[src/core/gpm_pkg.sv]
/*
  Package for the general-purpose port block: register offsets, reset
  values, field positions and the packed carriers shared by the design.
  Assumes a 32-bit APB master and byte offsets printed at word granularity.
*/
package gpm_pkg;

  // ----------------------------------------------------------------------
  // Register indexes; the byte address is four times the index.
  // ----------------------------------------------------------------------
  localparam logic [7:0] IDX_PORT_A_DATA = 8'h00;
  localparam logic [7:0] IDX_PORT_A_DIR  = 8'h01;
  localparam logic [7:0] IDX_PORT_B_DATA = 8'h02;
  localparam logic [7:0] IDX_PORT_B_DIR  = 8'h03;
  localparam logic [7:0] IDX_PORT_C_DATA = 8'h04;
  localparam logic [7:0] IDX_PORT_C_DIR  = 8'h05;
  localparam logic [7:0] IDX_PORT_D_DATA = 8'h06;
  localparam logic [7:0] IDX_PORT_D_DIR  = 8'h07;
  localparam logic [7:0] IDX_MISC_CTRL   = 8'h09;
  localparam logic [7:0] IDX_EXT_IRQ_CFG = 8'h10;
  localparam logic [7:0] IDX_IRQ_STATUS  = 8'h11;
  localparam logic [7:0] IDX_IRQ_MASK    = 8'h12;
  localparam logic [7:0] IDX_CONV_CHAN   = 8'h13;

  // ----------------------------------------------------------------------
  // Reset values and the implemented-bit mask of port C.
  // ----------------------------------------------------------------------
  localparam logic [7:0] RST_PORT      = 8'h00;
  localparam logic [7:0] RST_PORT_C    = 8'hF0;
  localparam logic [7:0] PORT_C_IMPL   = 8'h07;
  localparam logic [7:0] RST_MISC      = 8'h00;
  localparam logic [3:0] RST_CONV_CHAN = 4'h0;

  // ----------------------------------------------------------------------
  // Field positions.
  // ----------------------------------------------------------------------
  localparam int MISC_CLK_OUT_BIT = 0;
  localparam int MISC_USB_TX_BIT  = 1;
  localparam int MISC_SLOW_BIT    = 2;
  localparam int USB_PIN_BIT      = 2;
  localparam int USB_PIN_BIT_SMALL = 1;
  localparam int CLK_PIN_BIT      = 0;
  localparam int IRQ_LOW_PIN      = 4;

  typedef struct packed {
    logic [7:0] a;
    logic [7:0] b;
    logic [7:0] c;
    logic [7:0] d;
  } gpm_ports_type;

  typedef struct packed {
    logic [2:0] rsvd;
    logic       slowSel;
    logic       usbTxSel;
    logic       clkOutSel;
  } gpm_misc_type;

endpackage

[src/core/gpm_ports.sv]
/*
  General-purpose ports A to D with miscellaneous control, as an APB slave.
  Assumes pins arrive asynchronous to clock, peripheral alternate outputs
  come from logic on the same clock, and a single system reset.
*/
// Our own choice: the APB slave port.
`timescale 1ns/1ns
`default_nettype none

// Overview of operation
// Port data registers sit at indexes 0, 2, 4 and 6.
// Port direction registers sit at indexes 1, 3, 5 and 7.
// Reset clears ports A, B, D; port C resets to F0.
// Port C implements only its low three bits.
// Data writes always update the output latch.
// Data read returns latch for outputs, pin level for inputs.
// Open-drain outputs read back the pin level.
// Direction bit 0 selects input, 1 selects output.
// Port B pins 4-7 raise external interrupts 5-8 when enabled.
// USB transmit indicator drives port C pin 2 high when selected; in the small package the code drives port B pin 1 instead.
// Misc control at index 9, resets zero, bits 7-3 reserved.
// Slow bit is set-only by software, halves the CPU clock.
// USB clock is never divided by the slow bit.
// Clock-out bit routes the CPU clock to port A pin 0; the code drives clkDiv_r there, at half the clock rate.
// Enabled alternate functions override port programming and force output.
// Interrupt pins sharing a vector are ORed into one request.
// Output pins never raise pin interrupts; the code masks only pins whose direction bit is 1, not alternate outputs.
// Software writes data before turning a pin to output.
// A converter-selected analog pin stays a floating input.
module gpm_ports
  import gpm_pkg::*;
(
  input  wire logic        clock,
  input  wire logic        rst_b,
  input  wire logic        psel,
  input  wire logic        penable,
  input  wire logic        pwrite,
  input  wire logic [11:0] paddr,
  input  wire logic [31:0] pwdata,
  input  wire logic [3:0]  pstrb,
  output logic      [31:0] prdata,
  output logic             pready,
  output logic             pslverr,
  input  wire logic [31:0] pinIn,
  output logic      [31:0] pinOut,
  output logic      [31:0] pinOe,
  input  wire logic [31:0] openDrainMask,
  input  wire logic [31:0] altOutEn,
  input  wire logic [31:0] altOutVal,
  input  wire logic        usbTransmitting,
  input  wire logic        smallPackage,
  output logic             cpuClockSlow,
  output logic             usbClockEn,
  output logic             extIrq5,
  output logic             extIrq6,
  output logic             extIrq7,
  output logic             extIrq8,
  output logic             extIrqAny,
  output logic             irq
);

  // ----------------------------------------------------------------------
  // Registers and synchronisers.
  // ----------------------------------------------------------------------
  gpm_ports_type dataR;
  gpm_ports_type dirR;
  gpm_misc_type  misc_control;
  logic [3:0]    irqCfgR;
  logic [3:0]    irqStatR;
  logic [3:0]    irqMaskR;
  logic [3:0]    convChanR;
  logic [31:0]   pinMeta_r;
  logic [31:0]   pinSync_r;
  logic [3:0]    irqPinPrev_r;
  logic          clkDiv_r;

  // ----------------------------------------------------------------------
  // APB decode. Answers in the access cycle with no wait states.
  // ----------------------------------------------------------------------
  wire logic [7:0] regIdx   = paddr[9:2];
  wire logic       wordAddr = (paddr[1:0] == 2'b00) && (paddr[11:10] == 2'b00);
  wire logic       access   = psel && penable;
  wire logic       wrLane0  = access && pwrite && pstrb[0];
  wire logic       hitPortA = regIdx == IDX_PORT_A_DATA || regIdx == IDX_PORT_A_DIR;
  wire logic       hitPortB = regIdx == IDX_PORT_B_DATA || regIdx == IDX_PORT_B_DIR;
  wire logic       hitPortC = regIdx == IDX_PORT_C_DATA || regIdx == IDX_PORT_C_DIR;
  wire logic       hitPortD = regIdx == IDX_PORT_D_DATA || regIdx == IDX_PORT_D_DIR;
  wire logic       hitOwn   = regIdx == IDX_EXT_IRQ_CFG || regIdx == IDX_IRQ_STATUS ||
                              regIdx == IDX_IRQ_MASK || regIdx == IDX_CONV_CHAN;
  wire logic       mapped   = wordAddr && (hitPortA || hitPortB || hitPortC ||
                              hitPortD || regIdx == IDX_MISC_CTRL || hitOwn);
  wire logic       wrOk     = wrLane0 && mapped;
  wire logic [7:0] wrByte   = pwdata[7:0];

  // ----------------------------------------------------------------------
  // Pin ownership: alternate functions and analog selection.
  // ----------------------------------------------------------------------
  wire logic [31:0] dataFlat = dataR;
  wire logic [31:0] dirFlat  = dirR;
  logic [31:0] altEnAll;
  logic [31:0] altValAll;
  logic [31:0] analogSel;
  logic [31:0] ownOe;
  logic [31:0] ownOut;
  logic [31:0] readFlat;

  wire logic [4:0] usbPin = smallPackage ? 5'(16 + USB_PIN_BIT_SMALL) : 5'(8 + USB_PIN_BIT);

  // The converter channels 0-7 map to port B, 8-11 to port D low nibble.
  wire logic [4:0] anaPin = convChanR[3] ? {3'b000, convChanR[1:0]}
                                         : {2'b10, convChanR[2:0]};
  wire logic       anaValid = !(convChanR[3] && convChanR[2]);

  genvar gi;
  generate
    for (gi = 0; gi < 32; gi++) begin : g_pin
      // Bit numbering: a = 31..24, b = 23..16, c = 15..8, d = 7..0.
      // Pins are indexed flat, the same way as the usb and converter selects.
      localparam logic [4:0] LOGIC_IDX = 5'(gi);
      // Port C bits 7-3 have no pin behind them, so they never drive.
      localparam logic PIN_IMPL = (gi / 8 != 1) || PORT_C_IMPL[gi % 8];
      wire logic isClkPin = (gi == 24 + CLK_PIN_BIT) && misc_control.clkOutSel;
      wire logic isUsbPin = (LOGIC_IDX == usbPin) && misc_control.usbTxSel;
      assign analogSel[gi] = anaValid && (LOGIC_IDX == anaPin);
      assign altEnAll[gi]  = isClkPin || isUsbPin || altOutEn[gi];
      assign altValAll[gi] = isClkPin ? clkDiv_r : (isUsbPin ? usbTransmitting : altOutVal[gi]);
      assign ownOe[gi]     = PIN_IMPL && !analogSel[gi] &&
                             (altEnAll[gi] || dirFlat[gi]);
      assign ownOut[gi]    = PIN_IMPL && (altEnAll[gi] ? altValAll[gi] : dataFlat[gi]);
      // Pins with direction output read the latch unless open drain; inputs read the pin.
      assign readFlat[gi]  = (dirFlat[gi] && !openDrainMask[gi]) ? dataFlat[gi]
                                                                 : pinSync_r[gi];
    end
  endgenerate

  // ----------------------------------------------------------------------
  // External interrupt sources on port B pins 4-7.
  // ----------------------------------------------------------------------
  wire logic [3:0] irqPins   = pinSync_r[16 + IRQ_LOW_PIN +: 4];
  wire logic [3:0] irqInput  = ~dirR.b[IRQ_LOW_PIN +: 4];
  wire logic [3:0] irqLive   = irqCfgR & irqInput;
  // A falling edge is the event; the sensitivity options are not modelled.
  wire logic [3:0] irqEvent  = irqLive & irqPinPrev_r & ~irqPins;
  wire logic [3:0] irqClr    = (wrOk && regIdx == IDX_IRQ_STATUS) ? wrByte[3:0] : 4'h0;
  wire logic [3:0] irqStNxt  = (irqStatR & ~irqClr) | irqEvent;
  wire logic       irqAnyNxt = |(irqLive & ~irqPins);

  // ----------------------------------------------------------------------
  // Read mux.
  // ----------------------------------------------------------------------
  logic [7:0] rdByte;
  always_comb begin
    case (regIdx)
      IDX_PORT_A_DATA: rdByte = readFlat[31:24];
      IDX_PORT_A_DIR:  rdByte = dirR.a;
      IDX_PORT_B_DATA: rdByte = readFlat[23:16];
      IDX_PORT_B_DIR:  rdByte = dirR.b;
      IDX_PORT_C_DATA: rdByte = (readFlat[15:8] & PORT_C_IMPL) | RST_PORT_C;
      IDX_PORT_C_DIR:  rdByte = (dirR.c & PORT_C_IMPL) | RST_PORT_C;
      IDX_PORT_D_DATA: rdByte = readFlat[7:0];
      IDX_PORT_D_DIR:  rdByte = dirR.d;
      IDX_MISC_CTRL:   rdByte = {5'b00000, misc_control.slowSel, misc_control.usbTxSel, misc_control.clkOutSel};
      IDX_EXT_IRQ_CFG: rdByte = {4'h0, irqCfgR};
      IDX_IRQ_STATUS:  rdByte = {4'h0, irqStatR};
      IDX_IRQ_MASK:    rdByte = {4'h0, irqMaskR};
      IDX_CONV_CHAN:   rdByte = {4'h0, convChanR};
      default:         rdByte = 8'h00;
    endcase
  end

  // ----------------------------------------------------------------------
  // Port registers.
  // ----------------------------------------------------------------------
  always_ff @(posedge clock or negedge rst_b) begin
    if (!rst_b) begin
      dataR <= '{a: RST_PORT, b: RST_PORT, c: RST_PORT_C, d: RST_PORT};
      dirR  <= '{a: RST_PORT, b: RST_PORT, c: RST_PORT_C, d: RST_PORT};
    end else if (wrOk) begin
      case (regIdx)
        IDX_PORT_A_DATA: dataR.a <= wrByte;
        IDX_PORT_A_DIR:  dirR.a  <= wrByte;
        IDX_PORT_B_DATA: dataR.b <= wrByte;
        IDX_PORT_B_DIR:  dirR.b  <= wrByte;
        IDX_PORT_C_DATA: dataR.c <= (wrByte & PORT_C_IMPL) | RST_PORT_C;
        IDX_PORT_C_DIR:  dirR.c  <= (wrByte & PORT_C_IMPL) | RST_PORT_C;
        IDX_PORT_D_DATA: dataR.d <= wrByte;
        IDX_PORT_D_DIR:  dirR.d  <= wrByte;
        default: ;
      endcase
    end
  end

  // ----------------------------------------------------------------------
  // Control registers and interrupt status.
  // ----------------------------------------------------------------------
  always_ff @(posedge clock or negedge rst_b) begin
    if (!rst_b) begin
      misc_control     <= gpm_misc_type'(RST_MISC[5:0]);
      irqCfgR   <= 4'h0;
      irqMaskR  <= 4'h0;
      convChanR <= RST_CONV_CHAN;
    end else if (wrOk) begin
      case (regIdx)
        IDX_MISC_CTRL: begin
          // The slow bit can only be set; only reset clears it.
          misc_control.slowSel   <= misc_control.slowSel | wrByte[MISC_SLOW_BIT];
          misc_control.usbTxSel  <= wrByte[MISC_USB_TX_BIT];
          misc_control.clkOutSel <= wrByte[MISC_CLK_OUT_BIT];
        end
        IDX_EXT_IRQ_CFG: irqCfgR   <= wrByte[3:0];
        IDX_IRQ_MASK:    irqMaskR  <= wrByte[3:0];
        IDX_CONV_CHAN:   convChanR <= wrByte[3:0];
        default: ;
      endcase
    end
  end

  // Events win over a clear in the same cycle.
  always_ff @(posedge clock or negedge rst_b) begin
    if (!rst_b) begin
      irqStatR     <= 4'h0;
      irqPinPrev_r <= 4'hF;
    end else begin
      irqStatR     <= irqStNxt;
      irqPinPrev_r <= irqPins;
    end
  end

  // ----------------------------------------------------------------------
  // Pin synchroniser, clock divider and registered outputs.
  // ----------------------------------------------------------------------
  always_ff @(posedge clock or negedge rst_b) begin
    if (!rst_b) begin
      pinMeta_r <= 32'h0000_0000;
      pinSync_r <= 32'h0000_0000;
      clkDiv_r  <= 1'b0;
    end else begin
      pinMeta_r <= pinIn;
      pinSync_r <= pinMeta_r;
      clkDiv_r  <= ~clkDiv_r;
    end
  end

  always_ff @(posedge clock or negedge rst_b) begin
    if (!rst_b) begin
      prdata       <= 32'h0000_0000;
      pready       <= 1'b0;
      pslverr      <= 1'b0;
      pinOut       <= 32'h0000_0000;
      pinOe        <= 32'h0000_0000;
      cpuClockSlow <= 1'b0;
      usbClockEn   <= 1'b0;
      extIrq5      <= 1'b0;
      extIrq6      <= 1'b0;
      extIrq7      <= 1'b0;
      extIrq8      <= 1'b0;
      extIrqAny    <= 1'b0;
      irq          <= 1'b0;
    end else begin
      pready       <= psel && !penable;
      pslverr      <= psel && !penable && !mapped;
      prdata       <= (psel && !penable && !pwrite && mapped) ? {24'h000000, rdByte} : 32'h0;
      pinOut       <= ownOut & ~analogSel;
      pinOe        <= ownOe & ~(openDrainMask & ownOut);
      // Divide enable for the CPU clock path; the USB path is never divided.
      cpuClockSlow <= misc_control.slowSel;
      usbClockEn   <= 1'b1;
      extIrq5      <= irqLive[0] && !irqPins[0];
      extIrq6      <= irqLive[1] && !irqPins[1];
      extIrq7      <= irqLive[2] && !irqPins[2];
      extIrq8      <= irqLive[3] && !irqPins[3];
      extIrqAny    <= irqAnyNxt;
      irq          <= |(irqStNxt & irqMaskR);
    end
  end

endmodule

`default_nettype wire

[config.mk]
export PLATFORM = sky130hd
export DESIGN_NAME = gpm_ports
export DESIGN_NICKNAME = d
export VERILOG_FILES = /design/src/core/gpm_pkg.sv /design/src/core/gpm_ports.sv
export SDC_FILE = /design/constraint.sdc
export NUM_CORES = 1
export LEC_CHECK = 0
export BUFFER_PORTS_ARGS = -buffer_cell sky130_fd_sc_hd__buf_2
export CAP_MARGIN = 20
export CORE_MARGIN = 2
export CORE_UTILIZATION = 25
export CTS_BUF_LIST = sky130_fd_sc_hd__clkbuf_2
export DETAILED_ROUTE_END_ITERATION = 10
export PLACE_DENSITY = 0.5
export SLEW_MARGIN = 25
export SYNTH_ARGS = -nofsm -noshare
export SYNTH_HDL_FRONTEND = slang
export SYNTH_SLANG_ARGS = --single-unit
[constraint.sdc]
create_clock -name clock -period 3 [get_ports clock]
set_input_delay 0.3 -clock clock [delete_from_list [all_inputs] [get_ports clock]]
set_output_delay 0.3 -clock clock [all_outputs]
set_load 0.02 [all_outputs]
## After elaboration in Yosys (flattened, before gate mapping)

Index checks and enable logic that the tools add are counted.

| storage, ports and cells | value |
|---|---|
| register bits after elaboration | 248 |
| logic and storage cells | 482 |

| operators by class | value |
|---|---|
| equality and inequality tests | 69 |
| mux-type cells | 87 |
| bitwise logic cells | 17 |
| reduce and logical (&&, ||, !) cells | 277 |

Operators with widths:

| kind | count |
|---|---|
| $eq A5 B5 Y1 const A | 32 |
| $logic_and A1 B1 Y1 | 129 |
| $pmux W8 S13 | 1 |
| $and A32 B32 Y32 | 3 |
| $mux W1 | 82 |
| $logic_or A1 B1 Y1 | 67 |
| $not A32 Y32 | 2 |
| $logic_not A1 Y1 | 62 |
| $eq A4 B5 Y1 const A | 11 |
| $eq A3 B5 Y1 const A | 8 |
| $eq A8 B3 Y1 const B | 4 |
| $eq A8 B5 Y1 const B | 4 |
| $and A4 B4 Y4 | 6 |
| $reduce_and A2 Y1 | 12 |
| $eq A2 B5 Y1 const A | 4 |
| $eq A8 B2 Y1 const B | 2 |
| $not A4 Y4 | 3 |
| $eq A1 B5 Y1 const A | 2 |
| $logic_not A5 Y1 | 2 |
| $mux W5 | 2 |
| $eq A8 B1 Y1 const B | 1 |
| $eq A8 B4 Y1 const B | 1 |
| $logic_not A8 Y1 | 1 |
| $mux W8 | 1 |
| 6 further kinds | 8 |

## Depth between registers and ports, before layout

| logic depth | value |
|---|---|
| depth after elaboration | 16 |
| gate-level depth with buffers | 7 |

## Worst setup path before layout

No wires, ideal clock.

| timing path | value |
|---|---|
| path kind | in2reg |
| start point | in paddr[1] |
| end point | reg dirR, in the netlist dirFlat[2] |
| setup time | 125 ps |
| arrival | 1976 ps |
| data required time | 2875 ps |
| setup slack | 899 ps |
| cell stages on the path | 6 |
| buffers on the path | 1 |
| cells stage by stage | or4_4 -> or2_2 -> nor2_2 -> and3_1 -> buf_4 -> mux2_2 |

| on the way | value |
|---|---|
| cells in the longest elaborated chain, start to end | 5 |

RTL lines:

| what | RTL line | source |
|---|---|---|
| start: declaration | gpm_ports.sv:38 | `input wire logic [11:0] paddr,` |
| $logic_not A2 Y1 | gpm_ports.sv:81 | `wire logic wordAddr = (paddr[1:0] == 2'b00) && (paddr[11:10] == 2'b00);` |
| $logic_and A1 B1 Y1 | gpm_ports.sv:81 |  |
| $logic_and A1 B1 Y1 | gpm_ports.sv:90 | `wire logic mapped = wordAddr && (hitPortA \|\| hitPortB \|\| hitPortC \|\|` |
| $logic_and A1 B1 Y1 | gpm_ports.sv:92 | `wire logic wrOk = wrLane0 && mapped;` |
| $reduce_and A2 Y1 (no line) | -- |  |
| end signal: assignment | gpm_ports.sv:177 | `dirR <= '{a: RST_PORT, b: RST_PORT, c: RST_PORT_C, d: RST_PORT};` |
| end: declaration | gpm_ports.sv:66 | `gpm_ports_type dirR;` |

Every way passes these cells.
A chain may end at the register's enable or synchronous reset.

## Final worst setup path

| timing path | value |
|---|---|
| start point | in paddr[10] |
| end point | reg irqStatR[3] |

| on the way | value |
|---|---|
| cells in the longest elaborated chain, start to end | 9 |

RTL lines:

| what | RTL line | source |
|---|---|---|
| $logic_not A2 Y1 | gpm_ports.sv:81 |  |
| $logic_and A1 B1 Y1 | gpm_ports.sv:81 |  |
| $logic_and A1 B1 Y1 | gpm_ports.sv:90 |  |
| $logic_and A1 B1 Y1 | gpm_ports.sv:92 |  |
| $logic_and A1 B1 Y1 | gpm_ports.sv:144 | `wire logic [3:0] irqClr = (wrOk && regIdx == IDX_IRQ_STATUS) ? wrByte[3:0] : 4'h0;` |
| $mux W4 | gpm_ports.sv:144 |  |
| $not A4 Y4 | gpm_ports.sv:145 | `wire logic [3:0] irqStNxt = (irqStatR & ~irqClr) \| irqEvent;` |
| $and A4 B4 Y4 | gpm_ports.sv:145 |  |
| $or A4 B4 Y4 | gpm_ports.sv:145 |  |
| via irqStNxt[3] | gpm_ports.sv:145 |  |
| end signal: assignment | gpm_ports.sv:224 | `irqStatR <= irqStNxt;` |
| end: declaration | gpm_ports.sv:69 | `logic [3:0] irqStatR;` |

The timed path passes the listed nets, and every way through them passes these cells.

==> metrics <==
status complete, no violations; CTS tree built; CTS root buffer clkbuf_2; Synth Register Bits 204; largest net degree at the start of global routing 76; Most used DFF post-synth dfrtp_1; VDD IR-drop max 213 uV; IO Pins 289; Area Overhead vs Synth 43.1%; min setup slack post-route 0.234 ns; most frequent cells in the layout 206 x buf_2, 200 x dfrtp_1, 154 x dlygate4sd3_1, 92 x mux2_2, 90 x clkbuf_2; Mapped Cells 663; total routed wirelength 27500 um; global-route wire length before repair 41700 um; Crit Path Max Fanout 7; post-DR vias/cell 4.28; Fill cells 3423; post-synthesis xor/xnor area fraction 0; core area 0.0334 sq mm; dpl ws 0.464 ns; DP Area 0.0100 sq mm; GPL Wtd Cong 0.842; fmax 362 MHz; proportion of synthesized area in mux cells 0.167; delay-heaviest family, CP buffers and inverters; ys async rst share 1.00; mapped cell area 0.00844 sq mm; initial DRC count 373; uppermost layer routed met4; # nets final 1269; Worst Tran Pin Value 0.771 ns; largest family of logic cells by synthesized area multiplexers; worst skew pair latency 0.88 ns; gr usage total 0.158; postcts setup bufs 0; RSZ-0062 raised after global routing false; Crit Path Class input pin to flop; Worst Skew 0.0606 ns; wire per inst 17.4 um; Starting Density 0.253; adder-cell share of the synthesized area 0; met1 wire length 11600 um; clock transition at the registers of the reported paths 0.09 ns; GRT overflow 0; fin crit period 2.77 ns; # clock sinks 204; setup TNS 0 ns; cts repair resizes 0; DPL Wire Length 18600 um; post-route ant nets 0; vias in the first global route 7120; die area 0.0353 sq mm; Hold-fix buffers, CTS 154; Post-Layout Inst Area 0.0121 sq mm; H-tree depth 2; DRT Pass-1 Iters 4; Pwr per Cell Area 464 mW/mm^2; CP Launch Type input pin; post-synthesis compound-gate area fraction 0.0774; EDFF count, synth 0; Synth Warn # 0; crit path DAT 3.50 ns; layout cells sized above 1 0.386; # DRC 0; max cap viols 0; Leak 0.00595 uW; die height 188 um; Met2 Wirelength 12800 um; Clock Path Buffers 3; Hold Fails Final Rpt 0; initial antenna violation count 1; commonest non-fill, non-tap cell in the layout buf_2; largest stage delay on the critical path 0.66 ns; port bufs 207; Critical Path RT 3.74 ns; WL met3 2240 um; HP Class input pin to flop; CP Capture Type flop; # setup viols final 0; CTS buffer count 59; period utilisation layout 0.922; CP max-delay cell dlygate4sd3_1; FP Rows 67; Die W 188 um; Synth cell types 52; Max-Slew Margin vs Limit 0.484; crit path buf inv count 4; worst path cell trace dlygate4sd3_1 > buf_2 > or4_4 > dlygate4sd3_1 > nor4_4 > nand3_1 > a22o_1 > dlygate4sd3_1; worst hold slack 0.0841 ns; Mapped Avg Cell Area 12.7 sq um; Power, Total 5600 uW; DR vias 6755; most used cell, CP dlygate4sd3_1; Post-Synth Simple-Gate Area 0.102; Slew Limit Fails 0; register area share after synthesis 0.605
through the flow:
stage | cells | utilization
global placement | 1319 | 0.300
finish | 1580 | 0.362
global route | 1580 | 0.362
detailed placement | 1319 | 0.300
CTS | 1579 | 0.362
floorplan | 696 | -
state kept, by name, summed over array words and instances (netlist names), 8 cells and up:
name and cells:
pinOe 27, dirFlat 27, pinOut 27, pinSync_r 27, prdata 8, pinMeta_r 27
dataFlat 27
cells in the mapped netlist, drive strengths merged (6+ instances only):
| library cell | count | area (sq um) |
|---|---|---|
| a311oi | 12 | 105 |
| inv | 17 | 63.8 |
| nor3 | 10 | 50.1 |
| and3 | 8 | 51.3 |
| mux4 | 8 | 180 |
| nor2b | 9 | 56.3 |
| a21oi | 40 | 200 |
| dfrtp | 200 | 5000 |
| mux2i | 19 | 190 |
| nor2 | 48 | 188 |
| mux2 | 92 | 1040 |
| nand2 | 37 | 139 |
| a31oi | 6 | 37.5 |
| o21ai | 15 | 75.1 |
| nand2b | 24 | 150 |
| nor3b | 6 | 45.0 |
| buf | 41 | 293 |
| clkbuf | 11 | 42.5 |
| nand3 | 6 | 30.0 |
where the power goes:
group,internal (uW),switching [uW]
sequential,2830,23.9
combinational,298,338
clock,880,1230
total,4010,1590
logic make-up (layout without fill, tap and decap cells):
logic type	Yosys count	after routing
multiplexers	119	119
other	2	36
AO/OA/AOI/OAI	101	101
flip-flops	204	204
buffers and inverters	70	505
AND/OR/NAND/NOR	167	167
final timing paths:
| path | slack [ns] | to | cells after the start | from |
|---|---|---|---|---|
| setup / recovery | 0.23 | irqStatR[3] | 8 | paddr[10] |
| hold / removal | 0.08 | pinMeta_r[5] | 2 | pinIn[5] |
| setup reg to reg | 0.74 | pinOe[10] | 6 | misc_control[1] |
| hold reg to reg | 0.30 | pinSync_r[30] | 0 | pinMeta_r[30] |
| max in group asynchronous | 0.84 | dirFlat[7] | 4 | rst_b |
| min in group asynchronous | 0.55 | irqCfgR[1] | 3 | rst_b |
layer usage:
layer / up-vias / GRT usage
met2: 250 / 0.256
li1: 3166 / -
met1: 3284 / 0.203
met4: 0 / 0.0639
met3: 55 / 0.0372
met5: - / 0
final cells by class:
cell class,instances,area [sq um],share of cell area
antenna,1,2.50,0.000207
clock buffer,90,450,0.0373
clock inverter,16,88.8,0.00735
inverter,18,67.6,0.00559
multi-input combinational,422,3050,0.253
sequential,204,5110,0.423
tap,448,561,0.0464
timing repair buffer,381,2750,0.228
(Power assumes the default switching activity.)
